`config.mk`:
```
export PLATFORM = sky130hd
export DESIGN_NAME = mcsw_top
export DESIGN_NICKNAME = d
export VERILOG_FILES = /design/src/rtl/mcsw_pkg.sv /design/src/rtl/mcsw_top.sv /design/src/rtl/mcsw_sync.sv
export SDC_FILE = /design/constraint.sdc
export NUM_CORES = 1
export LEC_CHECK = 0
export BUFFER_PORTS_ARGS = -buffer_cell sky130_fd_sc_hd__buf_2
export CORE_MARGIN = 2
export CORE_UTILIZATION = 59
export DETAILED_ROUTE_END_ITERATION = 6
export PLACE_DENSITY_LB_ADDON = 0.12
export SYNTH_ARGS = -nofsm -noshare
export SYNTH_HDL_FRONTEND = slang
export SYNTH_HIERARCHICAL = 1
export SYNTH_SLANG_ARGS = --single-unit
```
`constraint.sdc`:
```
create_clock -name core_clk -period 6.8 [get_ports core_clk]
set_input_delay 1.36 -clock core_clk [delete_from_list [all_inputs] [get_ports core_clk]]
set_output_delay 1.36 -clock core_clk [all_outputs]
set_load 0.01 [all_outputs]
```
`src/rtl/mcsw_pkg.sv`:
```
package mcsw_pkg;

    // Clock
    localparam int unsigned CLK_PERIOD_NS = 5;

    // Reset stretch after supply recovery or watchdog expiry
    localparam int unsigned T_RST_NS      = 135_000;
    localparam int unsigned RST_CYC       = (T_RST_NS + CLK_PERIOD_NS - 1) / CLK_PERIOD_NS;

    // Shortest watchdog period; each strap step doubles it
    localparam int unsigned T_WD_BASE_MS  = 16;
    localparam int unsigned WD_BASE_CYC   = T_WD_BASE_MS * 1_000_000 / CLK_PERIOD_NS;
    localparam int unsigned WD_STEPS      = 8;
    localparam int unsigned WD_CNT_W      = 32;

    // Three-level strap codes on two input bits
    localparam logic [1:0] STRAP_LOW      = 2'h0;
    localparam logic [1:0] STRAP_HIGH     = 2'h2;
    localparam logic [3:0] STRAP_DISABLE  = 4'h8;

    // Reset output build options
    localparam int unsigned RST_PP_HIGH   = 0;
    localparam int unsigned RST_PP_LOW    = 1;
    localparam int unsigned RST_OD_LOW    = 2;

    // Register map (byte addresses)
    localparam logic [7:0] OFS_STATUS     = 8'h00;
    localparam logic [7:0] OFS_MASK       = 8'h04;
    localparam logic [7:0] OFS_STATE      = 8'h08;

    // Status and mask bit positions
    localparam int unsigned EV_EXPIRE     = 0;
    localparam int unsigned EV_SUPPLY     = 1;
    localparam int unsigned EV_RELEASE    = 2;
    localparam int unsigned EV_SERVICE    = 3;
    localparam int unsigned EV_W          = 4;

    // State register bit positions
    localparam int unsigned ST_RST_BIT    = 0;
    localparam int unsigned ST_FAULT_BIT  = 1;
    localparam int unsigned ST_SPEED_BIT  = 2;
    localparam int unsigned ST_DIS_BIT    = 3;
    localparam int unsigned ST_SEL_LSB    = 4;

    // Reset values
    localparam logic [EV_W-1:0] STATUS_RST = 4'h0;
    localparam logic [EV_W-1:0] MASK_RST   = 4'h0;

    typedef enum logic [1:0] {
        MCSW_SUPPLY_LOW,
        MCSW_STRETCH,
        MCSW_RUN
    } mcsw_state_t;

endpackage : mcsw_pkg

```
`src/rtl/mcsw_top.sv`:
```
`timescale 1ns/1ps
// Operation
// Service rising edge clears watchdog timer
// Watchdog expiry asserts reset output
// Watchdog expiry asserts open-drain fault flag
// Microcontroller services faster than timeout
// Eight timeouts from 16 to 2048 ms
// Two ternary straps choose the timeout
// Both straps high disable the watchdog
// Speed high full clock, low half
// Reset held while supply low
// Reset polarity and drive by build option
// Clock output never has short phases
// Reset stretched 135 us after supply recovers
// Fault holds until edge; timer restarts on release
// Watchdog timer stopped while reset asserted
// Doubling per step, first strap low digit
// Service input synchronised, edge registered once
// Speed change applied at period boundary
module mcsw_top
    import mcsw_pkg::*;
#(
    parameter int unsigned RST_MODE    = RST_PP_LOW,
    parameter int unsigned RST_CYCLES  = RST_CYC,
    parameter int unsigned WD_BASE     = WD_BASE_CYC
) (
    input  wire logic        core_clk,
    input  wire logic        rst_n,
    // Microcontroller side
    input  wire logic        wd_service_in,
    input  wire logic        speed_sel,
    input  wire logic [1:0]  timeout_strap_a,
    input  wire logic [1:0]  timeout_strap_b,
    input  wire logic        supply_low,
    output logic             mcu_clk_out,
    output logic             mcu_rst_out,
    output logic             mcu_rst_oe_n,
    output logic             wd_fault_out,
    output logic             wd_fault_oe_n,
    // AHB-Lite slave
    input  wire logic        hsel,
    input  wire logic [31:0] haddr,
    input  wire logic [1:0]  htrans,
    input  wire logic        hwrite,
    input  wire logic [2:0]  hsize,
    input  wire logic [31:0] hwdata,
    input  wire logic        hready,
    output logic      [31:0] hrdata,
    output logic             hreadyout,
    output logic             hresp,
    output logic             irq
);

    // Ternary digit: floating (01 or 11) reads as mid-supply
    function automatic logic [1:0] strap_digit(input logic [1:0] code);
        if (code == STRAP_LOW) begin
            strap_digit = 2'h0;
        end else if (code == STRAP_HIGH) begin
            strap_digit = 2'h2;
        end else begin
            strap_digit = 2'h1;
        end
    endfunction : strap_digit

    // Shared by the read mux and the write strobes
    function automatic logic [2:0] reg_decode(input logic [7:0] addr);
        reg_decode = 3'h0;
        if (addr == OFS_STATUS) begin
            reg_decode[0] = 1'b1;
        end
        if (addr == OFS_MASK) begin
            reg_decode[1] = 1'b1;
        end
        if (addr == OFS_STATE) begin
            reg_decode[2] = 1'b1;
        end
    endfunction : reg_decode

    // Pin synchronisers
    logic [6:0] pins_s;
    mcsw_sync #(.WIDTH(7)) u_sync (
        .core_clk (core_clk),
        .rst_n    (rst_n),
        .async_in ({supply_low, speed_sel, wd_service_in, timeout_strap_b, timeout_strap_a}),
        .sync_out (pins_s)
    );

    wire logic [1:0] strap_a_s   = pins_s[1:0];
    wire logic [1:0] strap_b_s   = pins_s[3:2];
    wire logic       service_s   = pins_s[4];
    wire logic       speed_s     = pins_s[5];
    wire logic       supply_lo_s = pins_s[6];

    // Service edge from unregistered comparison of synced level with its registered copy
    logic service_d;
    wire logic service_edge = service_s & ~service_d;

    // Timeout selection
    wire logic [3:0] wd_sel = 4'(strap_digit(strap_a_s))
                            + 4'(3 * strap_digit(strap_b_s));
    wire logic       wd_disabled = (wd_sel == STRAP_DISABLE);
    wire logic [WD_CNT_W-1:0] wd_limit =
        WD_CNT_W'(WD_BASE) << wd_sel[2:0];

    // Supervisor state
    mcsw_state_t              state;
    mcsw_state_t              next_state;
    logic [WD_CNT_W-1:0]      rst_cnt;
    logic [WD_CNT_W-1:0]      wd_cnt;
    logic                     wd_fault;

    wire logic rst_active  = (state != MCSW_RUN);
    wire logic rst_done    = (rst_cnt >= WD_CNT_W'(RST_CYCLES - 1));
    wire logic wd_expire   = (state == MCSW_RUN) && !wd_disabled && !service_edge
                           && (wd_cnt >= wd_limit - WD_CNT_W'(1));

    always_comb begin
        next_state = state;
        unique case (state)
            MCSW_SUPPLY_LOW: begin
                if (!supply_lo_s) begin
                    next_state = MCSW_STRETCH;
                end
            end
            MCSW_STRETCH: begin
                if (supply_lo_s) begin
                    next_state = MCSW_SUPPLY_LOW;
                end else if (rst_done) begin
                    next_state = MCSW_RUN;
                end
            end
            MCSW_RUN: begin
                if (supply_lo_s) begin
                    next_state = MCSW_SUPPLY_LOW;
                end else if (wd_expire) begin
                    next_state = MCSW_STRETCH;
                end
            end
            // Unused code falls back to a reset stretch
            default: begin
                next_state = MCSW_STRETCH;
            end
        endcase
    end

    // Stretch counter runs only inside the stretch state
    wire logic [WD_CNT_W-1:0] next_rst_cnt =
        (state == MCSW_STRETCH) ? rst_cnt + WD_CNT_W'(1) : '0;

    // Watchdog counter: frozen at zero under reset or when disabled
    wire logic [WD_CNT_W-1:0] next_wd_cnt =
        (rst_active || wd_disabled || service_edge || wd_expire) ? '0
                                                   : wd_cnt + WD_CNT_W'(1);

    // Expiry sets the flag; only a service edge clears it
    wire logic next_wd_fault = wd_expire | (wd_fault & ~service_edge);

    always_ff @(posedge core_clk) begin
        if (!rst_n) begin
            state   <= MCSW_STRETCH;
            rst_cnt <= '0;
        end else begin
            state   <= next_state;
            rst_cnt <= next_rst_cnt;
        end
    end

    // Timer held clear under reset, so each release starts a full period
    always_ff @(posedge core_clk) begin
        if (!rst_n) begin
            wd_cnt   <= '0;
            wd_fault <= 1'b0;
        end else begin
            wd_cnt   <= next_wd_cnt;
            wd_fault <= next_wd_fault;
        end
    end

    always_ff @(posedge core_clk) begin
        if (!rst_n) begin
            service_d <= 1'b0;
        end else begin
            service_d <= service_s;
        end
    end

    // Reset and fault pins; open-drain enables are low while pulling low
    always_comb begin
        unique case (RST_MODE)
            RST_PP_HIGH: begin
                mcu_rst_out  = rst_active;
                mcu_rst_oe_n = 1'b0;
            end
            RST_OD_LOW: begin
                mcu_rst_out  = 1'b0;
                mcu_rst_oe_n = ~rst_active;
            end
            default: begin
                mcu_rst_out  = ~rst_active;
                mcu_rst_oe_n = 1'b0;
            end
        endcase
    end

    assign wd_fault_out  = 1'b0;
    assign wd_fault_oe_n = ~wd_fault;

    // Clock output: full rate is core_clk / 2, half rate core_clk / 4
    logic clk_q;
    logic half_phase;
    logic speed_cur;
    wire logic clk_toggle = speed_cur | half_phase;
    // Boundary is the last cycle of a low phase; only there may speed change
    wire logic period_end = ~clk_q & clk_toggle;

    always_ff @(posedge core_clk) begin
        if (!rst_n) begin
            clk_q      <= 1'b0;
            half_phase <= 1'b0;
            speed_cur  <= 1'b1;
        end else begin
            clk_q      <= clk_toggle ? ~clk_q : clk_q;
            half_phase <= (period_end | speed_cur) ? 1'b0 : ~half_phase;
            speed_cur  <= period_end ? speed_s : speed_cur;
        end
    end

    assign mcu_clk_out = clk_q;

    // Interrupt events
    logic rst_active_d;
    logic supply_lo_d;
    wire logic [EV_W-1:0] events = {
        service_edge,
        rst_active_d & ~rst_active,
        supply_lo_s & ~supply_lo_d,
        wd_expire
    };

    // AHB-Lite slave: zero wait states, always OKAY
    logic             dp_write;
    logic [7:0]       dp_addr;
    logic [EV_W-1:0]  status;
    logic [EV_W-1:0]  mask;

    wire logic       ap_valid = hsel & htrans[1] & hready;
    wire logic [7:0] ap_addr  = {haddr[7:2], 2'b00};
    wire logic [2:0] ap_hit   = reg_decode(ap_addr);
    wire logic [2:0] dp_hit   = reg_decode(dp_addr);
    wire logic       wr_stat  = dp_write & dp_hit[0];
    wire logic       wr_mask  = dp_write & dp_hit[1];

    wire logic [31:0] state_word = {
        24'h00_0000,
        wd_sel,
        wd_disabled,
        speed_cur,
        wd_fault,
        rst_active
    };

    wire logic [31:0] rd_word =
        ap_hit[0] ? 32'(status) :
        ap_hit[1] ? 32'(mask)   :
        ap_hit[2] ? state_word  : 32'h0000_0000;

    // Hardware set wins over a write-one clear in the same cycle
    wire logic [EV_W-1:0] next_status =
        (status & ~(wr_stat ? hwdata[EV_W-1:0] : '0)) | events;
    wire logic [EV_W-1:0] next_mask = wr_mask ? hwdata[EV_W-1:0] : mask;

    always_ff @(posedge core_clk) begin
        if (!rst_n) begin
            dp_write <= 1'b0;
            dp_addr  <= 8'h00;
            hrdata   <= 32'h0000_0000;
        end else begin
            dp_write <= ap_valid & hwrite;
            dp_addr  <= ap_addr;
            hrdata   <= (ap_valid & ~hwrite) ? rd_word : hrdata;
        end
    end

    always_ff @(posedge core_clk) begin
        if (!rst_n) begin
            status <= STATUS_RST;
            mask   <= MASK_RST;
        end else begin
            status <= next_status;
            mask   <= next_mask;
        end
    end

    // History starts at the reset levels, so no false event after reset
    always_ff @(posedge core_clk) begin
        if (!rst_n) begin
            rst_active_d <= 1'b1;
            supply_lo_d  <= 1'b0;
        end else begin
            rst_active_d <= rst_active;
            supply_lo_d  <= supply_lo_s;
        end
    end

    assign hreadyout = 1'b1;
    assign hresp     = 1'b0;
    assign irq       = |(status & mask);

endmodule : mcsw_top

```
`src/rtl/mcsw_sync.sv`:
```
`timescale 1ns/1ps
module mcsw_sync #(
    parameter int unsigned WIDTH = 1
) (
    input  wire logic             core_clk,
    input  wire logic             rst_n,
    input  wire logic [WIDTH-1:0] async_in,
    output logic      [WIDTH-1:0] sync_out
);
    logic [WIDTH-1:0] stage1;

    // First stage feeds only the second
    always_ff @(posedge core_clk) begin
        if (!rst_n) begin
            stage1   <= '0;
            sync_out <= '0;
        end else begin
            stage1   <= async_in;
            sync_out <= stage1;
        end
    end

endmodule : mcsw_sync

```
==> run_results.csv <==
group,metric,value,unit
synth,async_flop_share,0,%
clocking,postCtsHoldBufs,0,
timing,fmax,0.221,GHz
grt,antenna_found_initial,0,
clocking,cts_made_buffers,9,
floorplanning,die-area,10100,µm²
final_layout,diodes,0,
timing,period_share,66.6,%
final_layout,synthToLayoutAreaGrowth,6.26,%
timing,finalHoldViolCount,0,
clocking,tritoncts,"done",
synth,synth-seq-cells,110,
placement,gp_congestion,0.825,
clocking,htree_levels,3,
route,final_antenna_net_count,0,
final_layout,layout-drive-gt1-share,11.1,%
setup_path,regToRegSetupSlack,2270,ps
timing,setup_viol,0,
setup_path,critPathKind,"reg -> reg",
pwr,power,0.00124,W
setup_path,r2r_cells,16,
synth,synth_cell_type_count,53,
clocking,clk_path_buf_depth,2,
timing,rsz0062_at_grt,"false",
floorplanning,core,9110,µm²
pwr,power.internal,0.000878,W
route,wl,9.71,mm
route,drtIter0Drc,119,
clocking,clkSinkCount,110,
hold_path,hold_path.class,"reg -> reg",
setup_path,regToRegEndpoint,"state[1]",
setup_path,cp-start-kind,"flop",
pwr,p_sw,0.000366,W
timing,worst_pin_slew,892,ps
synth,ys_seq_area_share,40.2,%
pwr,combPwrFrac,13.8,%
timing,fin_crit,4530,ps
floorplanning,start_util,60.2,%
route,firstDrtPassIters,5,
pwr,leakagePower,2.31,nW
floorplanning,fp.dieW,100,µm
final_layout,finish.instance_area,5820,µm²
placement,place_area,5620,µm²
route,drc_errors,0,
grt,grt_pass1_wl,16.6,mm
timing,setup_tns,0,ps
run,cap_violations,0,
final_layout,postLayoutCoreUtil,63.9,%
clocking,clk_latency,380,ps
pwr,ir_worst_vdd,0.140,mV
pwr,switching_share,29.4,%
status,status,"finished, final reports clean",
clocking,cts_resized,0,
synth,synthFlopType,"dfxtp_1",
route,viasPerCell,5.31,
grt,gr-usage-all-layers,20.1,%
grt,grt_pass1_vias,3731,
synth,synth_area,5480,µm²
grt,overflow,0,
setup_path,reg2reg_from,"u_sync/sync_out[2]",
synth,synth_edf_count,0,
floorplanning,rows,35,
clocking,root_buffer,"clkbuf_8",
setup_path,endpoint,"state[1]",
final_layout,multi_input_area,3020,µm²
clocking,path_clk_slew,110,ps
final_layout,register_area,2200,µm²
grt,grt_max_degree,33,
timing,drv_slew,0,
synth,synth_area_per_cell,8.77,µm²
clocking,cts_setup_buffers,0,
pwr,seqPwrFrac,54.8,%
setup_path,cp.required,7100,ps
setup_path,crit_fanout,12,
timing,finClkSkew,12.9,ps
timing,relSlewSlack,39.7,%
timing,worst_hold_slack,436,ps
route,vias,4092,
placement,hpwl,7.13,mm
synth,synth_warnings,6,
synth,synthCells,625,
placement,portBuffers,34,
setup_path,endpoint_kind,"flop",
final_layout,fill_cells,782,
final_layout,fin_nets,774,
setup_path,crit_arrival,4830,ps
pwr,powerDensity,214,nW/µm²
route,wl_per_cell,12.6,µm
pwr,clkPwrFrac,31.4,%
setup_path,startpoint,"u_sync/sync_out[2]",
floorplanning,die_h,100,µm
floorplanning,ios,121,
[how the worst min path moves through the flow]
stage	start	end	depth (start not counted)
6_report	u_sync/stage1[2]	u_sync/sync_out[2]	1
5_1_grt	u_sync/stage1[1]	u_sync/sync_out[1]	1
2_1_floorplan	u_sync/stage1[0]	u_sync/sync_out[0]	1
4_1_cts	u_sync/stage1[2]	u_sync/sync_out[2]	1
3_5_place_dp	u_sync/stage1[3]	u_sync/sync_out[3]	1
3_3_place_gp	u_sync/stage1[0]	u_sync/sync_out[0]	1
[power groups by stage]
stage / sequential [W] / clock (W) / combinational (W)
4_1_cts: 0.000683 / 0.000401 / 0.000175
3_5_place_dp: 0.000697 / 0 / 0.000173
2_1_floorplan: 0.000694 / 0 / 0.000147
3_3_place_gp: 0.000696 / 0 / 0.000169
6_report: 0.000682 / 0.000390 / 0.000172
5_1_grt: 0.000686 / 0.000425 / 0.000201
[layout by cell type (no fill, tap or decap), drive strengths merged, types with 5 or more instances in the layout]
| cell | instances |
|---|---|
| dfxtp | 110 |
| nor2 | 99 |
| nand2 | 48 |
| ha | 37 |
| buf | 36 |
| xor2 | 30 |
| conb | 30 |
| xnor2 | 29 |
| inv | 24 |
| and2 | 24 |
| nand3 | 23 |
| o21ai | 19 |
| a21oi | 19 |
| nand4 | 18 |
| a22oi | 12 |
| mux2i | 11 |
| nor3 | 10 |
| clkbuf | 9 |
| nor4 | 9 |
| nor2b | 7 |
| and3 | 7 |
| or2 | 7 |
| or3 | 5 |
[cells by family (layout without fill, tap and decap cells)]
kind of cell               after synthesis  after routing  share of synthesized area [%]
and+or+nand+nor                        271            271                           25.1
muxes                                   11             11                           2.01
adders and majority gates               38             38                           8.81
buffers and inverters                   66             73                           6.71
DFF                                    110            110                           40.2
other                                    2             30                          0.137
xor gates and xnor gates                59             59                           9.43
AOI/OAI and AO/OA                       68             68                           7.63
[final cells by class]
cell class,count,share of cell area [%]
multi-input cells,477,51.8
repair buffers,36,3.18
clock inverters,7,1.35
clock buffers,9,2.13
well taps,111,2.39
inverters,21,1.35
flip-flops and latches,110,37.8
[routing by layer]
metal | global-route usage, % | up-vias | part of all wire (%)
met5 | 0 | - | 0
met1 | 25.9 | 1900 | 47
met2 | 34.0 | 54 | 49
met4 | 6.01 | 0 | 1.4
met3 | 4.25 | 12 | 2.8
li1 | - | 2126 | -
[stage by stage]
step                worst slack (ps)  cells
floorplan                       2800    653
finish                          2270    771
global placement                2390    755
CTS                             2240    771
detailed placement              2300    755
global route                    1950    771
[flip-flops by register name (all words and copies together) (netlist names)]
signal and count:
status 4, u_sync/sync_out 7, mcu_clk_out 1, dp_write 1
dp_addr 6, u_sync/stage1 7, state 2, service_d 1
wd_cnt 32, mask 4, wd_fault 1, half_phase 1
speed_cur 1, rst_cnt 32, rst_active_d 1, hrdata 8
supply_lo_d 1
[critical path, cell delays in order (launching register included)]
cell,delay [ps]
dfxtp_1,340
or2_2,280
ha_1,300
ha_1,140
inv_1,50
fa_1,720
nand2_1,200
ha_1,300
xor2_1,160
a21oi_1,160
ha_1,260
o21ai_0,170
nor2_1,60
o311ai_1,490
o21ai_0,240
or4_1,500
o211ai_1,100
[cell usage after synthesis, types with 17 or more instances]
master	n	area, µm²
o21ai_0	19	95.1
nor2_1	99	372
ha_1	37	463
nand2_1	48	180
xnor2_1	29	254
xor2_1	30	263
inv_1	20	75.1
a21oi_1	19	95.1
dfxtp_1	110	2200
nand4_1	17	106
buf_4	28	210
nand3_1	22	110
(Power assumes the default switching activity.)
